==> src/design/gss_pkg.sv <==
/*
 Constants of the pin status-output selector: function-select codes,
 register offsets, reset values and pulse timing.
 Assumes a 250 MHz bus clock shared with every status source.
*/
package gss_pkg;

    // ==========================================================
    // Structure
    localparam int GSS_PINS = 2;
    localparam int GSS_HP_CH = 6;
    localparam int GSS_DSP_FLAGS = 7;
    localparam int GSS_EVENTS = 8;

    // ==========================================================
    // Function-select codes
    localparam logic [6:0] CODE_SPK_SHUTDOWN = 7'h2b;
    localparam logic [6:0] CODE_SPK_WARNING = 7'h2c;
    localparam logic [6:0] CODE_UNDERCLOCK = 7'h2d;
    localparam logic [6:0] CODE_OVERCLOCK = 7'h2e;
    localparam logic [6:0] CODE_HP_FIRST = 7'h2f;
    localparam logic [6:0] CODE_HP_LAST = 7'h34;
    localparam logic [6:0] CODE_DSP_FIRST = 7'h35;
    localparam logic [6:0] CODE_DSP_LAST = 7'h3b;
    localparam logic [6:0] FSEL_RESET = 7'h00;

    // ==========================================================
    // Register byte offsets
    localparam logic [7:0] OFS_FSEL_BASE = 8'h00;
    localparam logic [7:0] OFS_SRC_STATE = 8'h08;
    localparam logic [7:0] OFS_IRQ_STATUS = 8'h0c;
    localparam logic [7:0] OFS_IRQ_CLEAR = 8'h10;
    localparam logic [7:0] OFS_IRQ_ENABLE = 8'h14;
    localparam logic [7:0] IRQ_EN_RESET = 8'h00;

    // ==========================================================
    // Completion pulse timing
    localparam int CLK_PERIOD_NS = 4;
    localparam int PULSE_NS = 32;
    localparam logic [3:0] PULSE_CYCLES = 4'((PULSE_NS + CLK_PERIOD_NS - 1) / CLK_PERIOD_NS);

endpackage : gss_pkg

==> src/design/gss_pin_select.sv <==
/*
 Pin status-output selector with AHB-Lite register slave and interrupt.
 Assumes all status sources are synchronous to hclk; completion inputs
 are one-cycle pulses.
*/
// Our own choices: the address map and the AHB-Lite register port.
`timescale 1ns/1ps
module gss_pin_select
    import gss_pkg::*;
(
    input wire logic hclk,
    input wire logic hresetn,
    input wire logic hsel,
    input wire logic [31:0] haddr,
    input wire logic [1:0] htrans,
    input wire logic hwrite,
    input wire logic [2:0] hsize,
    input wire logic [31:0] hwdata,
    input wire logic hready,
    output logic [31:0] hrdata,
    output logic hreadyout,
    output logic hresp,
    input wire logic spk_shutdown_hot,
    input wire logic spk_warning_hot,
    input wire logic underclock_err,
    input wire logic overclock_err,
    input wire logic [GSS_HP_CH-1:0] hp_seq_done,
    input wire logic [GSS_DSP_FLAGS-1:0] dsp_status_flag,
    output logic [GSS_PINS-1:0] pin_level,
    output logic irq
);

    // ==========================================================
    // Bus slave state
    logic [31:0] hrdata_q, hrdata_d;
    logic hreadyout_q;
    logic wr_pend_q, wr_pend_d;
    logic [7:0] wr_addr_q, wr_addr_d;
    logic [6:0] fsel_q [GSS_PINS];
    logic [6:0] fsel_d [GSS_PINS];
    logic [GSS_EVENTS-1:0] stat_q, stat_d;
    logic [GSS_EVENTS-1:0] en_q, en_d;
    logic irq_q, irq_d;
    logic [GSS_EVENTS-1:0] events;
    logic [GSS_EVENTS-1:0] clr_mask;
    logic [10:0] src_state;
    logic addr_ok;

    assign events = {overclock_err, underclock_err, hp_seq_done};
    assign src_state = {dsp_status_flag, overclock_err, underclock_err, spk_warning_hot, spk_shutdown_hot};
    assign addr_ok = hsel && htrans[1] && hready;

    always_comb begin
        hrdata_d = 32'h0000_0000;
        wr_pend_d = addr_ok && hwrite;
        wr_addr_d = addr_ok ? haddr[7:0] : wr_addr_q;
        en_d = en_q;
        clr_mask = '0;
        for (int i = 0; i < GSS_PINS; i++) begin
            fsel_d[i] = fsel_q[i];
        end
        // Read data is latched in the address phase, shown in the data phase
        if (addr_ok && !hwrite) begin
            for (int i = 0; i < GSS_PINS; i++) begin
                if (haddr[7:0] == OFS_FSEL_BASE + 8'(4 * i)) begin
                    hrdata_d = {25'h0, fsel_q[i]};
                end
            end
            case (haddr[7:0])
                OFS_SRC_STATE: hrdata_d = {21'h0, src_state};
                OFS_IRQ_STATUS: hrdata_d = {24'h0, stat_q};
                OFS_IRQ_ENABLE: hrdata_d = {24'h0, en_q};
                default: ;
            endcase
        end
        if (wr_pend_q) begin
            for (int i = 0; i < GSS_PINS; i++) begin
                if (wr_addr_q == OFS_FSEL_BASE + 8'(4 * i)) begin
                    fsel_d[i] = hwdata[6:0];
                end
            end
            case (wr_addr_q)
                OFS_IRQ_CLEAR: clr_mask = hwdata[GSS_EVENTS-1:0];
                OFS_IRQ_ENABLE: en_d = hwdata[GSS_EVENTS-1:0];
                default: ;
            endcase
        end
        // A new event outweighs a clear in the same cycle
        stat_d = (stat_q & ~clr_mask) | events;
        irq_d = |(stat_d & en_d);
    end

    always_ff @(posedge hclk or negedge hresetn) begin
        if (!hresetn) begin
            hrdata_q <= 32'h0000_0000;
            hreadyout_q <= 1'b0;
            wr_pend_q <= 1'b0;
            wr_addr_q <= 8'h00;
            stat_q <= '0;
            en_q <= IRQ_EN_RESET;
            irq_q <= 1'b0;
            for (int i = 0; i < GSS_PINS; i++) begin
                fsel_q[i] <= FSEL_RESET;
            end
        end else begin
            hrdata_q <= hrdata_d;
            hreadyout_q <= 1'b1;
            wr_pend_q <= wr_pend_d;
            wr_addr_q <= wr_addr_d;
            stat_q <= stat_d;
            en_q <= en_d;
            irq_q <= irq_d;
            for (int i = 0; i < GSS_PINS; i++) begin
                fsel_q[i] <= fsel_d[i];
            end
        end
    end

    assign hrdata = hrdata_q;
    assign hreadyout = hreadyout_q;
    assign hresp = 1'b0;
    assign irq = irq_q;

    // ==========================================================
    // Per-pin status selection
    logic [3:0] cnt_q [GSS_PINS];
    logic [GSS_PINS-1:0] pin_q;

    genvar p;
    generate
        for (p = 0; p < GSS_PINS; p++) begin : gen_pin
            logic [3:0] cnt_d;
            logic pin_d;
            logic [6:0] hp_ofs;
            logic [6:0] dsp_ofs;
            logic is_hp;
            logic is_dsp;

            assign hp_ofs = fsel_q[p] - CODE_HP_FIRST;
            assign dsp_ofs = fsel_q[p] - CODE_DSP_FIRST;
            assign is_hp = fsel_q[p] >= CODE_HP_FIRST && fsel_q[p] <= CODE_HP_LAST;
            assign is_dsp = fsel_q[p] >= CODE_DSP_FIRST && fsel_q[p] <= CODE_DSP_LAST;

            always_comb begin
                cnt_d = 4'h0;
                if (is_hp) begin
                    if (hp_seq_done[hp_ofs[2:0]]) begin
                        cnt_d = PULSE_CYCLES;
                    end else if (cnt_q[p] != 4'h0) begin
                        cnt_d = cnt_q[p] - 4'h1;
                    end
                end
                case (fsel_q[p])
                    CODE_SPK_SHUTDOWN: pin_d = spk_shutdown_hot;
                    CODE_SPK_WARNING: pin_d = spk_warning_hot;
                    CODE_UNDERCLOCK: pin_d = underclock_err;
                    CODE_OVERCLOCK: pin_d = overclock_err;
                    default: begin
                        if (is_hp) begin
                            pin_d = cnt_d != 4'h0;
                        end else if (is_dsp) begin
                            // Every flag code shows its own flag
                            pin_d = dsp_status_flag[dsp_ofs[2:0]];
                        end else begin
                            pin_d = 1'b0;
                        end
                    end
                endcase
            end

            always_ff @(posedge hclk or negedge hresetn) begin
                if (!hresetn) begin
                    cnt_q[p] <= 4'h0;
                    pin_q[p] <= 1'b0;
                end else begin
                    cnt_q[p] <= cnt_d;
                    pin_q[p] <= pin_d;
                end
            end
        end
    endgenerate

    assign pin_level = pin_q;
endmodule : gss_pin_select

==> config.mk <==
export PLATFORM = sky130hd
export DESIGN_NAME = gss_pin_select
export DESIGN_NICKNAME = d
export VERILOG_FILES = /design/src/design/gss_pkg.sv /design/src/design/gss_pin_select.sv
export SDC_FILE = /design/constraint.sdc
export NUM_CORES = 1
export LEC_CHECK = 0
export ABC_CLOCK_PERIOD_IN_PS = 2700
export BUFFER_PORTS_ARGS = -buffer_cell sky130_fd_sc_hd__buf_2
export CAP_MARGIN = 20
export CORE_AREA = 2 2 86 88
export CTS_BUF_LIST = sky130_fd_sc_hd__clkbuf_8
export DETAILED_ROUTE_END_ITERATION = 8
export DIE_AREA = 0 0 88 90
export PLACE_DENSITY = 0.88
export SETUP_SLACK_MARGIN = 0.02
export SYNTH_ARGS = -nofsm -noshare
export SYNTH_HDL_FRONTEND = slang
export SYNTH_SLANG_ARGS = --single-unit
==> constraint.sdc <==
create_clock -name hclk -period 2.7 [get_ports hclk]
set_clock_uncertainty 0.2 [all_clocks]
set_input_delay 0.135 -clock hclk [delete_from_list [all_inputs] [get_ports hclk]]
set_output_delay 0.135 -clock hclk [all_outputs]
set_load 0.05 [all_outputs]
==> metrics.txt <==
Initial Utilization 50.4%; Final WS setup 0.282 ns; fin area 4370 um2; most frequent cells in the layout dfrtp_1 (62), buf_2 (53), dlygate4sd3_1 (29); Chip Width 88 um; core area 7020 um2; post-route minimum period 2.42 ns; clk buf depth 2; drt first pass iters 5; first-pass GRT wire length 14.4 mm; initial antenna violation count 0; Max rail drop VDD 364 uV; #FFs+latches synth 62; fmax 414 MHz; num ports 128; final number of max-transition violations 0; vias in the first global route 2968; post-route setup TNS 0 ns; DP HPWL 6.42 mm; latest clock arrival within the worst-skew pair 0.35 ns; vias per cell 5.61; Nets 518; antenna viol nets, final 0; DR iter-0 viols 208; sequential area share after synthesis 43.8%; Crit Path Max Fanout 8; die footprint 7920 um2; Startpoint Class flop; H-tree depth 3; Die H 90 um; Netlist Area Pre-Place 3540 um2; GR Overflow Total 0; critical path type reg2reg; max_cap viols 0; leakage power 2.00 nW; Unique masters post-synth 52; RSZ-0062 raised after global routing false; row count 31; period utilization 89.6%; GR Util All Layers 23.8%; Top FF cell, synth dfrtp_1; clock slew at reported path FFs 0.07 ns; n_diodes 0; wire per inst 16.7 um; dpl ws 0.310 ns; Port-buffer cells 53; Tightest Pin Transition 0.712 ns; Final Hold Violating Endpoints 0; Synth top area share 43.8%; yosys warns 0; area delta synth->final 23.3%; area leader, netlist dfrtp_1; clock sinks 62; share of layout cells above drive strength 1 30.1%; routability cong. 0.905; Critical Path RT 2.72 ns; Power per Cell Area 555 nW/um2; status finished clean; post-synthesis async set-or-reset flop share 100%; WL final 8.72 mm; top cells by area, synth dfrtp_1 (44%), mux2_2 (8.6%), buf_4 (4.7%); TritonCTS clock tree built; most common cell after layout, fill and taps aside dfrtp_1; CTS Root Cell clkbuf_8; Final Setup Violations 0; number of synthesized flops with an enable pin 0; Num CTS Buffers 9; Synth Instances 328; largest net degree at the start of global routing 34; post-synthesis area per instance 10.8 um2; total number of vias 2924; area post-placement 3850 um2; Crit. End Element flop; DRC Markers 0; Worst Path Arrival 2.44 ns; max_slew headroom 52.6%; worst hold path class in2reg; final hold slack 0.0412 ns
## where the power goes
group	switching, mW	internal [mW]	total (mW)
Combinational	0.277	0.189	0.466
Sequential	0.0503	0.980	1.03
Clock	0.385	0.543	0.928
Total	0.712	1.71	2.42
## critical path, stage by stage, from the launching register on
cell,delay [ns]
dfrtp_1,0.38
or4_4,0.55
or4_4,0.59
o22a_2,0.25
a22oi_2,0.19
nand4_1,0.13
## repair_timing
item                                   in CTS  in global routing
hold buffers                               29                  0
resized for setup                           0                  0
setup buffers                               0                  0
endpoints found under the hold margin      73                  0
## path summary, 6_finish.rpt
check	startpoint	endpoint	slack, ns	depth (start not counted)
max in group asynchronous	hresetn	cnt_q[4]	1.43	3
worst max-delay path	wr_addr_q[3]	irq	0.28	5
worst min-delay path	spk_warning_hot	pin_level[1]	0.04	4
worst max register to register	wr_addr_q[3]	irq	0.28	5
worst min register to register	wr_addr_q[7]	wr_addr_q[7]	0.31	1
min in group asynchronous	hresetn	irq	0.17	2
## routing by layer
layer,part of all wire [%],up-vias,track usage (%)
li1,-,1338,-
met2,48,127,37.4
met4,2.6,0,10.1
met5,0,-,0
met3,7.0,22,5.51
met1,42,1437,31.3
## logic make-up (layout without fill, tap and decap cells)
kind of cell | Yosys count | count (layout) | synth area share [%]
adder cells (fa/ha/maj) | 10 | 10 | 3.53
buffers and inverters | 42 | 115 | 7.03
flip-flops | 62 | 62 | 43.8
XOR/XNOR | 4 | 4 | 0.989
AND/OR/NAND/NOR | 97 | 97 | 15.2
AO/OA/AOI/OAI | 66 | 66 | 14.2
multiplexers | 45 | 45 | 15.1
other | 2 | 23 | 0.212
## state kept, by name, indices dropped and copies added, names as in the netlist
register,count
cnt_q,8
en_q,8
fsel_q,14
hrdata,11
hreadyout,1
irq,1
pin_level,2
stat_q,8
wr_addr_q,8
wr_pend_q,1
## cells in the mapped netlist, drive strengths merged, types with 2 or more instances
| library cell | count |
|---|---|
| a211oi | 2 |
| nor2 | 15 |
| o22a | 8 |
| nor2b | 5 |
| nand3b | 6 |
| nand4b | 2 |
| and3b | 2 |
| clkbuf | 8 |
| mux2i | 14 |
| a311o | 2 |
| xnor2 | 4 |
| buf | 25 |
| conb | 2 |
| a222oi | 7 |
| or4 | 2 |
| o22ai | 2 |
| nand4 | 3 |
| o31ai | 3 |
| or3 | 3 |
| o21ai | 16 |
| nand2 | 26 |
| nor3 | 11 |
| a31oi | 2 |
| ha | 10 |
| and2 | 4 |
| mux2 | 27 |
| a22oi | 5 |
| a21oi | 11 |
| inv | 9 |
| mux4 | 4 |
| nand2b | 11 |
| or4b | 2 |
| dfrtp | 62 |
| a2bb2oi | 2 |
## layout make-up
cell class	instances	area (um2)
fillers	575	2650
multi-input cells	245	1820
flip-flops and latches	62	1550
repair buffers	90	616
clock buffers	10	138
well taps	99	124
clock inverters	6	85.1
inverters	9	33.8
## stage by stage
stage | utilization [%] | cells | power (mW)
3_5_place_dp | 54.9 | 476 | 1.48
2_1_floorplan | - | 349 | 1.37
5_1_grt | 62.2 | 521 | 2.53
4_1_cts | 62.2 | 521 | 2.44
3_3_place_gp | 54.9 | 476 | 1.46
6_report | 62.2 | 521 | 2.42
Note: power is estimated with default switching activity, not from simulation.
